## config.mk

```make
export PLATFORM = sky130hd
export DESIGN_NAME = usb_function_ext_config
export DESIGN_NICKNAME = d
export VERILOG_FILES = /design/src/design/usb_cfg_pkg.sv /design/src/design/usb_function_ext_config.sv
export SDC_FILE = /design/constraint.sdc
export NUM_CORES = 1
export LEC_CHECK = 0
export ABC_AREA = 1
export ABC_CLOCK_PERIOD_IN_PS = 4200
export BUFFER_PORTS_ARGS = -buffer_cell sky130_fd_sc_hd__buf_2
export CAP_MARGIN = 20
export CORE_MARGIN = 2
export CORE_UTILIZATION = 55
export CTS_CLUSTER_DIAMETER = 120
export DETAILED_ROUTE_END_ITERATION = 7
export PLACE_DENSITY = 0.81
export SLEW_MARGIN = 10
export SYNTH_ARGS = -nofsm -noshare
export SYNTH_HDL_FRONTEND = slang
export SYNTH_SLANG_ARGS = --single-unit
```

## constraint.sdc

```tcl
create_clock -name REF_CLK -period 4.2 [get_ports REF_CLK]
set_clock_uncertainty 0.1 [all_clocks]
set_input_delay 0.84 -clock REF_CLK [delete_from_list [all_inputs] [get_ports REF_CLK]]
set_output_delay 0.84 -clock REF_CLK [all_outputs]
set_load 0.02 [all_outputs]
```

## src/design/usb_cfg_pkg.sv

```systemverilog
// Package: register map, field positions, reset values and timing for the USB config block
package usb_cfg_pkg;
	// Byte addresses on the APB (printed offsets moved to multiples of four where needed)
	localparam logic [15:0] ADDR_EXT_INDEX = 16'h4038;
	localparam logic [15:0] ADDR_EXT_DATA = 16'h403C;
	localparam logic [15:0] ADDR_INPUT_CTRL = 16'h4040;
	localparam logic [15:0] ADDR_RSVD_WORD = 16'h4044;
	localparam logic [15:0] ADDR_PIN_STATUS = 16'h4048;
	localparam logic [15:0] ADDR_EVENT_STATUS = 16'h404C;
	localparam logic [15:0] ADDR_EVENT_MASK = 16'h4050;
	// Printed offsets kept for reference of the layout
	localparam logic [15:0] OFS_INPUT_CTRL = 16'h4040;
	localparam logic [15:0] OFS_RSVD_WORD = 16'h4042;
	localparam logic [15:0] OFS_PIN_STATUS = 16'h4044;
	// Extended register indexes
	localparam logic [7:0] IDX_RX_FULL_THR = 8'h06;
	localparam logic [7:0] IDX_TX_LOW_THR = 8'h07;
	localparam logic [7:0] IDX_STRING_CTRL = 8'h08;
	localparam logic [7:0] IDX_MAX_CURRENT = 8'h09;
	localparam logic [7:0] IDX_TOGGLE_CTRL = 8'h0A;
	localparam logic [7:0] IDX_RSVD_BYTE = 8'h0B;
	localparam logic [7:0] IDX_TX_VALID_CTRL = 8'h0C;
	// Reset values
	localparam logic [5:0] RST_RX_FULL_THR = 6'h3C;
	localparam logic [5:0] RST_TX_LOW_THR = 6'h04;
	localparam logic [7:0] RST_MAX_CURRENT = 8'hFA;
	localparam logic [7:0] RST_INPUT_CTRL = 8'h0D;
	localparam logic [7:0] RST_ZERO_BYTE = 8'h00;
	// Field positions
	localparam int BIT_RX_ENABLE = 6;
	localparam int BIT_BULK_MODE = 3;
	localparam int BIT_WAKE_N = 2;
	localparam int BIT_DETECT = 1;
	localparam int BIT_PULLUP = 0;
	localparam int BIT_TOG_EP4 = 7;
	localparam int BIT_TOG_EP3 = 6;
	localparam int BIT_TOG_EP2 = 5;
	localparam int BIT_TOG_EP1 = 4;
	// Event status bits
	localparam int EV_RX_FULL = 0;
	localparam int EV_TX_LOW = 1;
	localparam int EV_DETECT = 2;
	localparam int EV_WIDTH = 3;
	// Timing
	localparam longint CLK_HZ = 25000000;
	localparam longint DETECT_STEADY_MS = 500;
	localparam longint DETECT_CYCLES = (DETECT_STEADY_MS * CLK_HZ) / 1000;
	// Endpoint event from the USB engine, one-cycle pulses
	typedef struct packed {
		logic in_done_ep4;
		logic in_done_ep2;
		logic out_done_ep3;
		logic out_done_ep1;
	} ep_event_t;
	// Toggle values presented to the USB engine
	typedef struct packed {
		logic ep4_send;
		logic ep3_expect;
		logic ep2_send;
		logic ep1_expect;
	} ep_toggle_t;
endpackage

```

## src/design/usb_function_ext_config.sv

```systemverilog
// USB function configuration registers: indexed extended set, input control, pin status
// Operation
// Data port reaches register chosen by index
// Almost full when count above threshold
// Almost empty below 6-bit threshold, reset 04h
// String enable selects descriptors or zero indexes
// Max current in 2 mA steps, reset FAh
// Software keeps max current at most FAh
// EP4/EP2 send toggle from bits 7/5
// EP3/EP1 expect toggle from bits 6/4
// Software waits 12 clocks before toggle readback
// Software writes zero to reserved bits
// Valid mode NAKs EP4 without valid flag
// Bit 6 enables differential receiver
// Bit 3 selects bulk, else isochronous
// Writing 0 to bit 2 starts wake-up
// Input control resets to 0Dh
// Other indexed registers reset to zero (the RX full threshold resets to 3Ch here)
// Detect status after 0.5 s steady
// Bit 0 drives pull-up output
// Toggles invert after each good transaction
//
// Implementation choice: the APB interface to the registers.
module usb_function_ext_config import usb_cfg_pkg::*; #(
	parameter longint DETECT_STEADY_CYCLES = DETECT_CYCLES,
	parameter int FIFO_CNT_W = 7
) (
	input wire logic REF_CLK,
	input wire logic SYS_RST,
	input wire logic PSEL,
	input wire logic PENABLE,
	input wire logic PWRITE,
	input wire logic [15:0] PADDR,
	input wire logic [31:0] PWDATA,
	output logic [31:0] PRDATA,
	output logic PREADY,
	output logic PSLVERR,
	input wire logic BUS_DETECT_INPUT,
	output logic BUS_PULLUP_OUTPUT,
	output logic DIFF_RECEIVER_ENABLE,
	output logic BULK_MODE,
	output logic REMOTE_WAKE_START,
	output logic STRING_ENABLE,
	output logic [7:0] MAX_BUS_CURRENT,
	input wire logic [FIFO_CNT_W-1:0] RX_FIFO_COUNT,
	input wire logic [FIFO_CNT_W-1:0] TX_FIFO_COUNT,
	output logic RX_ALMOST_FULL,
	output logic TX_ALMOST_EMPTY,
	input wire ep_event_t EP_EVENT,
	output ep_toggle_t EP_TOGGLE,
	input wire logic TX_ENDPOINT_VALID,
	output logic TX_EP4_NAK,
	output logic IRQ
);
	localparam int DCW = 25;

	logic [7:0] index_q, index_d;
	logic [5:0] rx_thr_q, rx_thr_d;
	logic [5:0] tx_thr_q, tx_thr_d;
	logic [7:0] string_q, string_d;
	logic [7:0] maxcur_q, maxcur_d;
	logic [7:0] toggle_q, toggle_d;
	logic [7:0] rsvd_q, rsvd_d;
	logic [7:0] txvalid_q, txvalid_d;
	logic [7:0] inctl_q, inctl_d;
	logic pullup_q, pullup_d;
	logic [EV_WIDTH-1:0] status_q, status_d;
	logic [EV_WIDTH-1:0] mask_q, mask_d;
	logic [31:0] prdata_q, prdata_d;
	logic pready_q, pready_d;
	logic pslverr_q, pslverr_d;
	logic wake_q, wake_d;
	logic det_s1_q, det_s2_q;
	logic det_stable_q, det_stable_d;
	logic [DCW-1:0] det_cnt_q, det_cnt_d;
	logic rxf_q, rxf_d;
	logic txe_q, txe_d;
	logic nak_q, nak_d;
	logic irq_q, irq_d;

	logic setup;
	logic wr;
	logic rd;
	logic [7:0] ext_rdata;
	logic hit;

	function automatic logic [31:0] zext8(input logic [7:0] v);
		return {24'h000000, v};
	endfunction

	assign setup = PSEL && !PENABLE;
	assign wr = setup && PWRITE;
	assign rd = setup && !PWRITE;

	// Indexed read mux; unknown indexes read zero
	always_comb begin
		unique case (index_q)
			IDX_RX_FULL_THR: ext_rdata = {2'b00, rx_thr_q};
			IDX_TX_LOW_THR: ext_rdata = {2'b00, tx_thr_q};
			IDX_STRING_CTRL: ext_rdata = string_q;
			IDX_MAX_CURRENT: ext_rdata = maxcur_q;
			IDX_TOGGLE_CTRL: ext_rdata = toggle_q;
			IDX_RSVD_BYTE: ext_rdata = rsvd_q;
			IDX_TX_VALID_CTRL: ext_rdata = txvalid_q;
			default: ext_rdata = 8'h00;
		endcase
	end

	always_comb begin
		unique case (PADDR)
			ADDR_EXT_INDEX, ADDR_EXT_DATA, ADDR_INPUT_CTRL, ADDR_RSVD_WORD,
			ADDR_PIN_STATUS, ADDR_EVENT_STATUS, ADDR_EVENT_MASK: hit = 1'b1;
			default: hit = 1'b0;
		endcase
	end

	// Register file and APB slave; answer one cycle after setup
	always_comb begin
		index_d = index_q;
		rx_thr_d = rx_thr_q;
		tx_thr_d = tx_thr_q;
		string_d = string_q;
		maxcur_d = maxcur_q;
		toggle_d = toggle_q;
		rsvd_d = rsvd_q;
		txvalid_d = txvalid_q;
		inctl_d = inctl_q;
		pullup_d = pullup_q;
		mask_d = mask_q;
		prdata_d = 32'h00000000;
		pready_d = setup;
		pslverr_d = setup && !hit;
		wake_d = 1'b0;
		// Hardware toggle flips; a software write in the same cycle takes over
		toggle_d[BIT_TOG_EP4] = toggle_q[BIT_TOG_EP4] ^ EP_EVENT.in_done_ep4;
		toggle_d[BIT_TOG_EP3] = toggle_q[BIT_TOG_EP3] ^ EP_EVENT.out_done_ep3;
		toggle_d[BIT_TOG_EP2] = toggle_q[BIT_TOG_EP2] ^ EP_EVENT.in_done_ep2;
		toggle_d[BIT_TOG_EP1] = toggle_q[BIT_TOG_EP1] ^ EP_EVENT.out_done_ep1;
		if (wr) begin
			unique case (PADDR)
				ADDR_EXT_INDEX: index_d = PWDATA[7:0];
				ADDR_EXT_DATA: begin
					unique case (index_q)
						IDX_RX_FULL_THR: rx_thr_d = PWDATA[5:0];
						IDX_TX_LOW_THR: tx_thr_d = PWDATA[5:0];
						IDX_STRING_CTRL: string_d = PWDATA[7:0];
						IDX_MAX_CURRENT: maxcur_d = PWDATA[7:0];
						IDX_TOGGLE_CTRL: toggle_d = PWDATA[7:0];
						IDX_RSVD_BYTE: rsvd_d = PWDATA[7:0];
						IDX_TX_VALID_CTRL: txvalid_d = PWDATA[7:0];
						default: ;
					endcase
				end
				ADDR_INPUT_CTRL: begin
					inctl_d = PWDATA[7:0];
					wake_d = !PWDATA[BIT_WAKE_N];
				end
				ADDR_PIN_STATUS: pullup_d = PWDATA[BIT_PULLUP];
				ADDR_EVENT_MASK: mask_d = PWDATA[EV_WIDTH-1:0];
				default: ;
			endcase
		end
		if (rd) begin
			unique case (PADDR)
				ADDR_EXT_INDEX: prdata_d = zext8(index_q);
				ADDR_EXT_DATA: prdata_d = zext8(ext_rdata);
				ADDR_INPUT_CTRL: prdata_d = zext8(inctl_q);
				ADDR_PIN_STATUS: prdata_d = {30'h0, det_stable_q, pullup_q};
				ADDR_EVENT_STATUS: prdata_d = {29'h0, status_q};
				ADDR_EVENT_MASK: prdata_d = {29'h0, mask_q};
				default: prdata_d = 32'h00000000;
			endcase
		end
	end

	// Pin synchroniser; the first stage feeds only the second
	always_ff @(posedge REF_CLK) begin
		if (SYS_RST) begin
			det_s1_q <= 1'b0;
			det_s2_q <= 1'b0;
		end else begin
			det_s1_q <= BUS_DETECT_INPUT;
			det_s2_q <= det_s1_q;
		end
	end

	// Debounce: level must hold for the full steady period before it shows
	always_comb begin
		det_stable_d = det_stable_q;
		det_cnt_d = det_cnt_q;
		if (det_s2_q == det_stable_q) begin
			det_cnt_d = '0;
		end else if (det_cnt_q >= DCW'(DETECT_STEADY_CYCLES - 1)) begin
			det_cnt_d = '0;
			det_stable_d = det_s2_q;
		end else begin
			det_cnt_d = det_cnt_q + DCW'(1);
		end
	end

	// FIFO levels, endpoint NAK and interrupt
	always_comb begin
		rxf_d = RX_FIFO_COUNT > FIFO_CNT_W'(rx_thr_q);
		txe_d = TX_FIFO_COUNT < FIFO_CNT_W'(tx_thr_q);
		nak_d = txvalid_q[0] && !TX_ENDPOINT_VALID;
		status_d = status_q;
		// A read clears; new events in the same cycle still set
		if (rd && PADDR == ADDR_EVENT_STATUS) begin
			status_d = '0;
		end
		if (rxf_d && !rxf_q) status_d[EV_RX_FULL] = 1'b1;
		if (txe_d && !txe_q) status_d[EV_TX_LOW] = 1'b1;
		if (det_stable_d != det_stable_q) status_d[EV_DETECT] = 1'b1;
		irq_d = |(status_d & mask_d);
	end

	always_ff @(posedge REF_CLK) begin
		if (SYS_RST) begin
			index_q <= RST_ZERO_BYTE;
			rx_thr_q <= RST_RX_FULL_THR;
			tx_thr_q <= RST_TX_LOW_THR;
			string_q <= RST_ZERO_BYTE;
			maxcur_q <= RST_MAX_CURRENT;
			toggle_q <= RST_ZERO_BYTE;
			rsvd_q <= RST_ZERO_BYTE;
			txvalid_q <= RST_ZERO_BYTE;
			inctl_q <= RST_INPUT_CTRL;
			pullup_q <= 1'b0;
			status_q <= '0;
			mask_q <= '0;
			prdata_q <= 32'h00000000;
			pready_q <= 1'b0;
			pslverr_q <= 1'b0;
			wake_q <= 1'b0;
			det_stable_q <= 1'b0;
			det_cnt_q <= '0;
			rxf_q <= 1'b0;
			txe_q <= 1'b0;
			nak_q <= 1'b0;
			irq_q <= 1'b0;
		end else begin
			index_q <= index_d;
			rx_thr_q <= rx_thr_d;
			tx_thr_q <= tx_thr_d;
			string_q <= string_d;
			maxcur_q <= maxcur_d;
			toggle_q <= toggle_d;
			rsvd_q <= rsvd_d;
			txvalid_q <= txvalid_d;
			inctl_q <= inctl_d;
			pullup_q <= pullup_d;
			status_q <= status_d;
			mask_q <= mask_d;
			prdata_q <= prdata_d;
			pready_q <= pready_d;
			pslverr_q <= pslverr_d;
			wake_q <= wake_d;
			det_stable_q <= det_stable_d;
			det_cnt_q <= det_cnt_d;
			rxf_q <= rxf_d;
			txe_q <= txe_d;
			nak_q <= nak_d;
			irq_q <= irq_d;
		end
	end

	assign PRDATA = prdata_q;
	assign PREADY = pready_q;
	assign PSLVERR = pslverr_q;
	assign BUS_PULLUP_OUTPUT = pullup_q;
	assign DIFF_RECEIVER_ENABLE = inctl_q[BIT_RX_ENABLE];
	assign BULK_MODE = inctl_q[BIT_BULK_MODE];
	assign REMOTE_WAKE_START = wake_q;
	assign STRING_ENABLE = string_q[0];
	assign MAX_BUS_CURRENT = maxcur_q;
	assign EP_TOGGLE = {toggle_q[BIT_TOG_EP4], toggle_q[BIT_TOG_EP3],
		toggle_q[BIT_TOG_EP2], toggle_q[BIT_TOG_EP1]};
	assign RX_ALMOST_FULL = rxf_q;
	assign TX_ALMOST_EMPTY = txe_q;
	assign TX_EP4_NAK = nak_q;
	assign IRQ = irq_q;
endmodule // usb_function_ext_config

```

==> summary.txt, run 1 <==
Clock network
  • Htree depth: 4
  • CTS max path bufs: 2
  • Hold buffer count at CTS: 0
  • CTS tree: built
  • Setup bufs post-CTS: 0
  • Clk slew on worst S/H paths: 0.06 ns
  • PostCTS Resize Cnt: 0
  • CTS root buf: clkbuf_16
  • Clock buffer count from CTS: 17
  • CTS sink count: 118
  • Skew-Pair Late Insertion Delay: 0.41 ns

Layout
  • Fillers: 1061
  • Layout cells sized above 1: 14.0%
  • Finished Layout Cells: 1195
  • Seq. cell area: 2360 µm²
  • Util after Layout: 64.3%
  • Post-route cell area: 7280 µm²
  • Ant diodes: 0
  • Multi-input logic area: 3290 µm²
  • Layout Nets: 1124
  • Area growth syn-to-layout: 15.5%

Global routing
  • Largest net degree at the start of global routing: 57
  • Vias in the first global route: 5662
  • Antenna violations before repair: 1
  • First-pass GRT wire length: 26800 µm
  • Global route overflow: 0
  • Gr usage total: 26.6%

Worst setup path
  • Crit path from: index_q[4]$_SDFFE_PP0P_
  • CP Max Fanout: 34
  • CP arrival: 2.68 ns
  • WP buf/inv: 1
  • Critical path cell sequence: nor2_1 -> nand2_2 -> clkinv_1 -> nand3_1 -> nor2_1 -> nor2_1 -> nand2_1 -> nand3_1 -> a21oi_1
  • Most frequent CP cell: nor2_1
  • Crit path kind: reg2reg
  • Critical R2R Launch: index_q[4]$_SDFFE_PP0P_
  • Critical path depth: 9
  • Endpoint class of the critical path: flip-flop
  • Slowest library cell on the worst path: clkinv_1
  • Crit-path leading delay family: simple AND/OR/NAND/NOR gates
  • R2R Path End: PRDATA[4]$_SDFF_PP0_
  • CP required: 4.40 ns
  • Worst setup endpoint: PRDATA[4]$_SDFF_PP0_
  • Crit path launch type: flip-flop
  • R2r setup slk: 1.71 ns
  • R2R cell count: 9
  • Worst path max stage delay: 0.67 ns

Power and ir drop
  • P_leak: 3.33 nW
  • VDD IR max: 278 µV
  • Power Density: 376 nW/µm²
  • Total chip power: 2.73 mW

Yosys
  • Yosys reg bits: 118
  • Sequential fraction of the synthesis area: 37.5%
  • Post-synth top flop: dfxtp_1
  • EDFF count, synth: 0
  • Ys Warns: 0
  • Syn Inst Count: 963
  • Asr flop ratio synth: 0%
  • Syn avg cell area: 6.55 µm²
  • Synthesized area: 6300 µm²
  • Count of cell types in the netlist: 32

Floorplanning
  • Die width: 111 µm
  • DIE HEIGHT: 111 µm
  • Area of the core: 11300 µm²
  • Row cnt: 39
  • # IOs: 128
  • Initial core utilization: 55.7%
  • Die area: 12300 µm²

Drt
  • Vias: 6287
  • Drt total wl: 16200 µm
  • Avg Vias per Cell: 5.26
  • First drt pass iteration count: 7
  • Wire per inst: 13.5 µm
  • 1st-iter DRT viols: 543
  • ANT nets after route: 0
  • DRC: 0

Timing
  • Fin crit period: 2.49 ns
  • Max-slew violation count: 0
  • Worst slew pin tran: 0.802 ns
  • Setup TNS: 0 ns
  • Setup violations, final: 0
  • RSZ-0062 raised after global routing: no
  • Final Hold Viols: 0
  • Fmax: 402 MHz
  • Slew headroom: 46.4%
  • Tcrit/Tclk final: 59.2%

Worst hold path
  • Hold WC Path Type: reg2reg
  • Worst Hold Depth: 2

Placed design
  • Cell area after placement: 6680 µm²
  • Dpl cells: 1163
  • IO buf count: 79
  • Hpwl dp: 11600 µm
  • Routability cong.: 0.926

Run
  • Max cap viols: 0

Run status
  • Status: finished clean
## cell usage in the layout (no fill, tap or decap)
master        n
o22ai_1       5
clkinv_2      1
or3_1         1
nand3_2       2
nor2_1      196
inv_1       114
clkinv_1      1
ha_1         12
a21oi_1      42
nand2_4       2
inv_8         1
or2_2         6
o21ai_0      67
nor4_1        1
clkinvlp_4    2
nand3b_1      1
nand3_1      65
o211ai_1      6
nor3_2        2
bufinv_16     2
buf_4         1
nor3_4        1
buf_2        79
nor2_2        7
nor2_4        6
xor2_1       10
dfxtp_1     118
o21ai_2       1
conb_1       25
nor3_1       21
nand2_2       2
nand2_1     198
nor2_8        1
clkinv_4      5
inv_2         5
inv_6         4
nand4_1      22
clkbuf_16    17
## layout make-up
class	count	share of cell area [%]
Multi-Input combinational cell	702	45.2
Sequential cell	118	32.5
Inverter	120	6.19
Clock buffer	17	5.84
Timing Repair Buffer	80	5.53
Tap cell	143	2.46
Clock inverter	15	2.34
## power by group
part | switching (mW) | internal, mW
registers | 0.00833 | 1.13
clock network | 0.561 | 0.887
logic | 0.104 | 0.0444
total | 0.673 | 2.06
## kinds of logic after synthesis
kind of cell	count (synthesis)	share of synthesized area, %
AO/OA/AOI/OAI	121	10.0
XOR/XNOR	10	1.39
adder cells (fa/ha/maj)	12	2.38
buffers and inverters	167	11.8
flip-flops	118	37.5
other	1	0.0595
AND/OR/NAND/NOR	534	36.9
## through the flow
| stage | hold WS [ns] | setup slack (ns) |
|---|---|---|
| 4_1_cts | 0.313 | 1.74 |
| 3_5_place_dp | 0.298 | 1.46 |
| 2_1_floorplan | 0.288 | 2.07 |
| 5_1_grt | 0.345 | 1.50 |
| 6_report | 0.312 | 1.71 |
| 3_3_place_gp | 0.301 | 1.46 |
## worst min-delay path, cell delays in order, from the launching register on
cell and delay, ns:
dfxtp_1 0.30, inv_1 0.04, nor2_1 0.03
## worst min path at each step
stage	start	endpoint
after floorplan	det_s1_q$_SDFF_PP0_	det_s2_q$_SDFF_PP0_
after global placement	det_s1_q$_SDFF_PP0_	det_s2_q$_SDFF_PP0_
after detailed placement	det_s1_q$_SDFF_PP0_	det_s2_q$_SDFF_PP0_
after CTS	det_s1_q$_SDFF_PP0_	det_s2_q$_SDFF_PP0_
after global routing	det_s1_q$_SDFF_PP0_	det_s2_q$_SDFF_PP0_
final	det_s1_q$_SDFF_PP0_	det_s2_q$_SDFF_PP0_
## synth_stat cells, types with 2 or more instances
cell | number | share of area, %
nand2_1 | 198 | 12
nor2_1 | 196 | 12
dfxtp_1 | 118 | 37
inv_1 | 114 | 6.8
o21ai_0 | 67 | 5.3
nand3_1 | 65 | 5.2
a21oi_1 | 42 | 3.3
buf_4 | 28 | 3.3
nand4_1 | 22 | 2.2
nor3_1 | 21 | 1.7
ha_1 | 12 | 2.4
clkbuf_1 | 10 | 0.60
xor2_1 | 10 | 1.4
buf_2 | 9 | 0.71
nor2_2 | 7 | 0.69
nor2_4 | 6 | 1.1
o211ai_1 | 6 | 0.71
or2_2 | 6 | 0.60
inv_2 | 5 | 0.30
o22ai_1 | 5 | 0.50
nand2_2 | 2 | 0.20
nand2_4 | 2 | 0.36
nand3_2 | 2 | 0.32
nor3_2 | 2 | 0.32
## layer usage
metal / vias up / wire length (µm) / track usage (%)
met4: 0 / 328 / 9.63
met2: 242 / 7540 / 43.7
li1: 3164 / - / -
met5: - / 0 / 0
met1: 2849 / 7130 / 34.8
met3: 32 / 1160 / 5.52
## state kept, by name, indices dropped and copies added, names as in the netlist, 3 cells and up
| signal | flops |
|---|---|
| PRDATA | 8 |
| string_q | 8 |
| status_q | 3 |
| det_cnt_q | 25 |
| index_q | 8 |
| txvalid_q | 8 |
| rsvd_q | 8 |
| rx_thr_q | 6 |
| MAX_BUS_CURRENT | 8 |
| inctl_q | 8 |
| tx_thr_q | 6 |
| toggle_q | 8 |
| mask_q | 3 |
Note: power is estimated with default switching activity, not from simulation.
==> inputs of run 2 (changes only) <==
Settings changed: ABC_AREA 1 to 0, ABC_CLOCK_PERIOD_IN_PS 4200 to 2000, CORE_UTILIZATION 55 to 49, PLACE_DENSITY 0.81 to 0.77.
Clock period 4.2 ns to 2 ns, I/O delays scaled along.
==> summary.txt, run 2 <==
Global routing
  • First-pass GRT wire length: 24300 µm (was 26800 µm)
  • Global route overflow: 0 (unchanged)
  • Largest net degree at the start of global routing: 37 (was 57)
  • Antenna violations before repair: 0 (was 1)
  • Gr usage total: 24.4% (was 26.6%)
  • Vias in the first global route: 4934 (was 5662)

Drt
  • DRC: 0 (unchanged)
  • Vias: 5127 (was 6287)
  • Wire per inst: 18.6 µm (was 13.5 µm)
  • 1st-iter DRT viols: 358 (was 543)
  • Drt total wl: 16900 µm (was 16200 µm)
  • First drt pass iteration count: 5 (was 7)
  • ANT nets after route: 0 (unchanged)
  • Avg Vias per Cell: 5.63 (was 5.26)

Worst setup path
  • Slowest library cell on the worst path: a311o_1 (was clkinv_1)
  • Worst path max stage delay: 0.43 ns (was 0.67 ns)
  • Crit path kind: reg2reg (unchanged)
  • Critical path cell sequence: nor4_4 -> o211ai_1 -> a311o_1 -> a31oi_4 -> nand2_4 -> buf_6 -> nor2_1 (was nor2_1 -> nand2_2 -> clkinv_1 -> nand3_1 -> nor2_1 -> nor2_1 -> nand2_1 -> nand3_1 -> a21oi_1)
  • R2R Path End: det_cnt_q[16]$_SDFF_PP0_ (was PRDATA[4]$_SDFF_PP0_)
  • CP Max Fanout: 5 (was 34)
  • CP arrival: 2.35 ns (was 2.68 ns)
  • Crit path launch type: flip-flop (unchanged)
  • R2r setup slk: -0.11 ns (was 1.71 ns)
  • R2R cell count: 7 (was 9)
  • Crit-path leading delay family: compound AO/OA/AOI/OAI gates (was simple AND/OR/NAND/NOR gates)
  • CP required: 2.25 ns (was 4.40 ns)
  • Critical R2R Launch: det_cnt_q[6]$_SDFF_PP0_ (was index_q[4]$_SDFFE_PP0P_)
  • WP buf/inv: 1 (unchanged)
  • Endpoint class of the critical path: flip-flop (unchanged)

Clock network
  • Hold buffer count at CTS: 0 (unchanged)
  • CTS max path bufs: 2 (unchanged)
  • CTS tree: built (unchanged)
  • Clock buffer count from CTS: 17 (unchanged)
  • CTS root buf: clkbuf_16 (unchanged)
  • CTS sink count: 118 (unchanged)
  • Skew-Pair Late Insertion Delay: 0.42 ns (was 0.41 ns)
  • Clk slew on worst S/H paths: 0.06 ns (about the same)
  • Htree depth: 4 (unchanged)

Run status
  • Status: complete, but fails checks (was finished clean)
  • Failing checks: negative setup slack

Placed design
  • Routability cong.: 0.885 (was 0.926)
  • Worst slack at placement: -0.332 ns (was 1.46 ns)
  • IO buf count: 79 (unchanged)
  • Cell area after placement: 6580 µm² (was 6680 µm²)
  • Hpwl dp: 10500 µm (was 11600 µm)

Floorplanning
  • Die width: 112 µm (was 111 µm)
  • Row cnt: 39 (unchanged)
  • DIE HEIGHT: 112 µm (was 111 µm)
  • Die area: 12600 µm² (was 12300 µm²)
  • # IOs: 128 (unchanged)
  • Initial core utilization: 50.3% (was 55.7%)
  • Area of the core: 11400 µm² (was 11300 µm²)

Layout
  • Post-route cell area: 7810 µm² (was 7280 µm²)
  • Layout cells sized above 1: 36.8% (was 14.0%)
  • Fillers: 775 (was 1061)
  • Layout Nets: 839 (was 1124)
  • Most frequent cells in the layout: dfxtp_1 (106), buf_2 (79), nor2_1 (74), mux2i_1 (65), buf_4 (61) (was nand2_1 (198), nor2_1 (196), dfxtp_1 (118), inv_1 (114), buf_2 (79))
  • Seq. cell area: 2380 µm² (was 2360 µm²)
  • Largest register FFs: 25 (unchanged)
  • Util after Layout: 68.4% (was 64.3%)
  • Ant diodes: 0 (unchanged)
  • Most common cell after layout, fill and taps aside: dfxtp_1 (was nand2_1)
  • Reg with most FFs: det_cnt_q (unchanged)
  • Multi-input logic area: 3430 µm² (was 3290 µm²)
  • Area growth syn-to-layout: 35.9% (was 15.5%)

Timing
  • Setup violations, final: 41 (was 0)
  • RSZ-0062 raised after global routing: yes (was no)
  • Slew headroom: 61.9% (was 46.4%)
  • Setup TNS: -1.64 ns (was 0 ns)
  • Final Hold Viols: 0 (unchanged)
  • Setup WS post-layout: -0.108 ns (was 1.71 ns)
  • Worst slew pin tran: 0.564 ns (was 0.802 ns)
  • Max-slew violation count: 0 (unchanged)
  • Fmax: 474 MHz (was 402 MHz)
  • Tcrit/Tclk final: 105% (was 59.2%)
  • Fin crit period: 2.11 ns (was 2.49 ns)

Yosys
  • Syn avg cell area: 9.30 µm² (was 6.55 µm²)
  • Most frequent cell after synthesis: dfxtp_1 (was nand2_1)
  • Asr flop ratio synth: 0% (unchanged)
  • Post-synth top area cell: dfxtp_1 (unchanged)
  • Syn Inst Count: 618 (was 963)
  • Top cells by count, synth: dfxtp_1 (118), nor2_1 (95), mux2i_1 (68) (was nand2_1 (198), nor2_1 (196), dfxtp_1 (118))
  • Top post-synthesis cells by area: dfxtp_1 (41%), mux2i_1 (12%), nor2_1 (6.2%), buf_4 (4.0%), nand2_1 (3.1%) (was dfxtp_1 (37%), nand2_1 (12%), nor2_1 (12%), inv_1 (6.8%), o21ai_0 (5.3%))
  • Share of the synthesized area in the top cell type: 41.1% (was 37.5%)
  • Sequential fraction of the synthesis area: 41.1% (was 37.5%)
  • Count of cell types in the netlist: 66 (was 32)
  • Yosys reg bits: 118 (unchanged)
  • Synthesized area: 5750 µm² (was 6300 µm²)
  • Ys Warns: 0 (unchanged)
  • Post-synth top flop: dfxtp_1 (unchanged)
  • EDFF count, synth: 0 (unchanged)

Power and ir drop
  • VDD IR max: 545 µV (was 278 µV)
  • Power Density: 798 nW/µm² (was 376 nW/µm²)
  • P_leak: 3.16 nW (was 3.33 nW)

Worst hold path
  • Hold EP: TX_EP4_NAK$_SDFF_PP0_ (was det_s2_q$_SDFF_PP0_)
  • Worst Hold Depth: 2 (unchanged)
  • Hold WC Path Type: in2reg (was reg2reg)
  • Min-delay src: TX_ENDPOINT_VALID (was det_s1_q$_SDFF_PP0_)

Run
  • Max cap viols: 0 (unchanged)
-- run 2: cell types whose count changed after synthesis, sizes merged, moves of 6 or more --
cell,before,now
a21oi,42,20
and3,0,6
clkbuf,10,20
inv,119,22
mux2i,0,68
nand2,202,47
nand3,67,22
nand4,22,9
nor2,210,95
nor3,24,9
nor4,1,7
o21ai,68,8
xnor2,0,13
-- run 2: worst max path at each step --
stage                                  from                  endpoint  slack, ns  cells after the start
CTS                 index_q[7]$_SDFFE_PP0P_    toggle_q[7]$_SDFF_PP0_      -0.03                      7
global placement                   PADDR[9]  string_q[1]$_SDFFE_PP0P_      -0.27                      8
floorplan                          PADDR[9]  string_q[0]$_SDFFE_PP0P_      -0.12                      8
global route        index_q[4]$_SDFFE_PP0P_      PRDATA[3]$_SDFF_PP0_      -0.17                      7
finish              det_cnt_q[6]$_SDFF_PP0_  det_cnt_q[16]$_SDFF_PP0_      -0.11                      7
detailed placement                 PADDR[9]            IRQ$_SDFF_PP0_      -0.33                      8
-- run 2: through the flow --
step	instances	hold WS (ns)	total power [mW]
detailed placement	865	0.328	2.75
floorplan	642	0.314	2.67
global placement	865	0.323	2.74
global route	910	0.0397	6.39
finish	910	0.0382	6.24
CTS	904	0.0336	6.19
-- run 2: logic make-up (layout without fill, tap and decap cells) --
family | count (synthesis) | count (layout) | share of synthesized area, %
flip-flops | 118 | 118 | 41.1
buffers and inverters | 84 | 209 | 7.92
AND/OR/NAND/NOR | 227 | 227 | 20.7
adder cells (fa/ha/maj) | 12 | 12 | 2.61
XOR/XNOR | 26 | 26 | 3.96
AO/OA/AOI/OAI | 72 | 72 | 8.86
multiplexers | 78 | 78 | 14.8
other | 1 | 25 | 0.0653
-- run 2: layout make-up --
type / count / area share [%]
Clock buffer: 19 / 5.67
Clock inverter: 13 / 2.90
Inverter: 23 / 1.11
Multi-Input combinational cell: 440 / 44.0
Sequential cell: 118 / 30.5
Tap cell: 143 / 2.29
Timing Repair Buffer: 154 / 13.6
-- run 2: where the power goes --
group	internal, mW	leakage (nW)	switching, mW
sequential	2.37	0.958	0.0188
clock	2.36	0.319	1.12
combinational	0.135	1.88	0.230
-- run 2: repair_timing --
item,4_1_cts,5_1_grt
setup buffers,9,4
gates resized for setup,24,90
gates cloned,0,2
endpoints found under the setup margin,70,81
hold endpoints to repair,0,0
pin swaps,7,51
-- run 2: routing by layer --
layer  GRT usage, %  share of wire [%]  vias to the layer above  routed length (µm)
li1               -                  -                     2384                   -
met2           39.4                 49                      267                8220
met4           9.59                2.7                        0                 460
met1           31.5                 41                     2431                6910
met5              0                  0                        -                   0
met3           5.99                7.7                       45                1290
==> inputs of run 3 (changes only) <==
Settings changed: HOLD_SLACK_MARGIN from default to 0.08.
==> summary.txt, run 3 (synthesis gave the netlist of run 2 again) <==
Drt
  • DRC: 0 (unchanged)
  • Wire per inst: 18.5 µm (was 18.6 µm)
  • Avg Vias per Cell: 5.68 (was 5.63)
  • ANT nets after route: 0 (unchanged)
  • Vias: 5175 (was 5127)
  • 1st-iter DRT viols: 368 (was 358)
  • Drt total wl: 16800 µm (was 16900 µm)
  • First drt pass iteration count: 7 (was 5)

Timing
  • Fmax: 475 MHz (was 474 MHz)
  • Setup violations, final: 37 (was 41)
  • Slew headroom: 62.5% (was 61.9%)
  • Max-slew violation count: 0 (unchanged)
  • Worst slew pin tran: 0.555 ns (was 0.564 ns)
  • RSZ-0062 raised after global routing: yes (unchanged)
  • Fin crit period: 2.11 ns (about the same)
  • Tcrit/Tclk final: 105% (about the same)
  • Final Hold Viols: 0 (unchanged)
  • Setup WS post-layout: -0.107 ns (was -0.108 ns)

Worst setup path
  • Crit-path leading delay family: compound AO/OA/AOI/OAI gates (unchanged)
  • Slowest library cell on the worst path: a311o_1 (unchanged)
  • WP buf/inv: 1 (unchanged)
  • Worst path max stage delay: 0.43 ns (about the same)
  • CP Max Fanout: 5 (unchanged)
  • Crit path from: det_cnt_q[6]$_SDFF_PP0_ (unchanged)
  • CP required: 2.24 ns (was 2.25 ns)
  • R2r setup slk: -0.11 ns (about the same)
  • Critical path cell sequence: nor4_4 -> o211ai_1 -> a311o_1 -> a31oi_4 -> nand2_4 -> buf_6 -> nor2_1 (unchanged)
  • Crit path kind: reg2reg (unchanged)
  • CP arrival: 2.35 ns (about the same)
  • Crit path launch type: flip-flop (unchanged)
  • Endpoint class of the critical path: flip-flop (unchanged)
  • Critical R2R Launch: det_cnt_q[6]$_SDFF_PP0_ (unchanged)

Power and ir drop
  • Power Density: 797 nW/µm² (was 798 nW/µm²)
  • VDD IR max: 545 µV (about the same)
  • P_leak: 3.16 nW (about the same)
  • Total chip power: 6.24 mW (about the same)

Layout
  • Post-route cell area: 7820 µm² (was 7810 µm²)
  • Layout cells sized above 1: 36.7% (was 36.8%)
  • Most common cell after layout, fill and taps aside: dfxtp_1 (unchanged)
  • Ant diodes: 0 (unchanged)
  • Largest register FFs: 25 (unchanged)
  • Most frequent cells in the layout: dfxtp_1 (106), buf_2 (79), nor2_1 (74), mux2i_1 (65), buf_4 (61) (unchanged)
  • Finished Layout Cells: 911 (was 910)
  • Multi-input logic area: 3430 µm² (unchanged)
  • Layout Nets: 840 (was 839)
  • Fillers: 773 (was 775)
  • Seq. cell area: 2380 µm² (unchanged)
  • Reg with most FFs: det_cnt_q (unchanged)
  • Util after Layout: 68.5% (was 68.4%)
  • Area growth syn-to-layout: 36.1% (was 35.9%)

Floorplanning
  • DIE HEIGHT: 112 µm (unchanged)
  • Die area: 12600 µm² (unchanged)
  • Initial core utilization: 50.3% (unchanged)
  • Row cnt: 39 (unchanged)
  • # IOs: 128 (unchanged)
  • Area of the core: 11400 µm² (unchanged)
  • Die width: 112 µm (unchanged)

Run status
  • Status: complete, but fails checks (unchanged)
  • Failing checks: negative setup slack (unchanged)

Placed design
  • IO buf count: 79 (unchanged)
  • Routability cong.: 0.885 (unchanged)
  • Dpl cells: 865 (unchanged)
  • Worst slack at placement: -0.332 ns (unchanged)
  • Hpwl dp: 10500 µm (unchanged)
  • Cell area after placement: 6580 µm² (unchanged)

Global routing
  • Busiest layer in global routing: met2 (unchanged)
  • Gr usage total: 24.4% (about the same)
  • First-pass GRT wire length: 24400 µm (was 24300 µm)
  • Vias in the first global route: 4944 (was 4934)
  • Met2 GRT Util: 39.5% (was 39.4%)
  • Global route overflow: 0 (unchanged)
  • M1 GR Usage: 31.5% (about the same)
  • Largest net degree at the start of global routing: 37 (unchanged)
  • Antenna violations before repair: 0 (unchanged)
  • Grt met3 use: 5.99% (unchanged)

Clock network
  • CTS sink count: 118 (unchanged)
  • CTS root buf: clkbuf_16 (unchanged)
  • CTS tree: built (unchanged)
  • CTS max path bufs: 2 (unchanged)
  • Skew-Pair Late Insertion Delay: 0.42 ns (about the same)
  • Clock buffer count from CTS: 17 (unchanged)
  • Htree depth: 4 (unchanged)
  • Clk slew on worst S/H paths: 0.06 ns (about the same)

Run
  • Max cap viols: 0 (unchanged)

Worst hold path
  • Hold WC Path Type: in2reg (unchanged)
  • Min-delay src: BUS_DETECT_INPUT (was TX_ENDPOINT_VALID)
==> run 3: per-layer routing <==
| layer | part of all wire, % | wire length (µm) |
|---|---|---|
| met1 | 41 | 6860 |
| met2 | 49 | 8170 |
| met3 | 7.7 | 1300 |
| met4 | 2.9 | 493 |
| met5 | 0 | 0 |
==> run 3: power breakdown <==
group / total [mW] / internal, mW / switching (mW)
Sequential: 2.39 / 2.37 / 0.0188
Combinational: 0.367 / 0.136 / 0.230
Clock: 3.48 / 2.36 / 1.12
Total: 6.24 / 4.87 / 1.37
==> run 3: metrics by stage <==
stage	hold WS (ns)	TNS, ns
3_5_place_dp	0.328	-18.76
6_report	0.143	-1.50
5_1_grt	0.138	-6.96
4_1_cts	0.125	-0.0747
2_1_floorplan	0.314	-2.17
3_3_place_gp	0.323	-14.50
==> run 3: timing repair <==
| item | CTS | global route |
|---|---|---|
| gates resized for setup | 24 | 90 |
| gates cloned | 0 | 2 |
| hold endpoints to repair | 1 | 0 |
| endpoints found under the setup margin | 70 | 81 |
| setup buffers | 9 | 4 |
| hold buffers | 1 | 0 |
| pin swaps | 7 | 51 |
==> run 3: final cells by class <==
class                      count  area share, %
clock buffer                  19           5.66
clock inverter                13           2.90
inverter                      23           1.10
multi-input combinational    440           43.9
sequential                   118           30.4
tap                          143           2.29
timing repair buffer         155           13.7
==> run 3: path summary, 6_finish.rpt <==
path / depth (start not counted) / endpoint
max: 7 / det_cnt_q[16]$_SDFF_PP0_
min: 2 / det_s1_q$_SDFF_PP0_
max reg2reg: 7 / det_cnt_q[16]$_SDFF_PP0_
min reg2reg: 1 / det_cnt_q[0]$_SDFF_PP0_
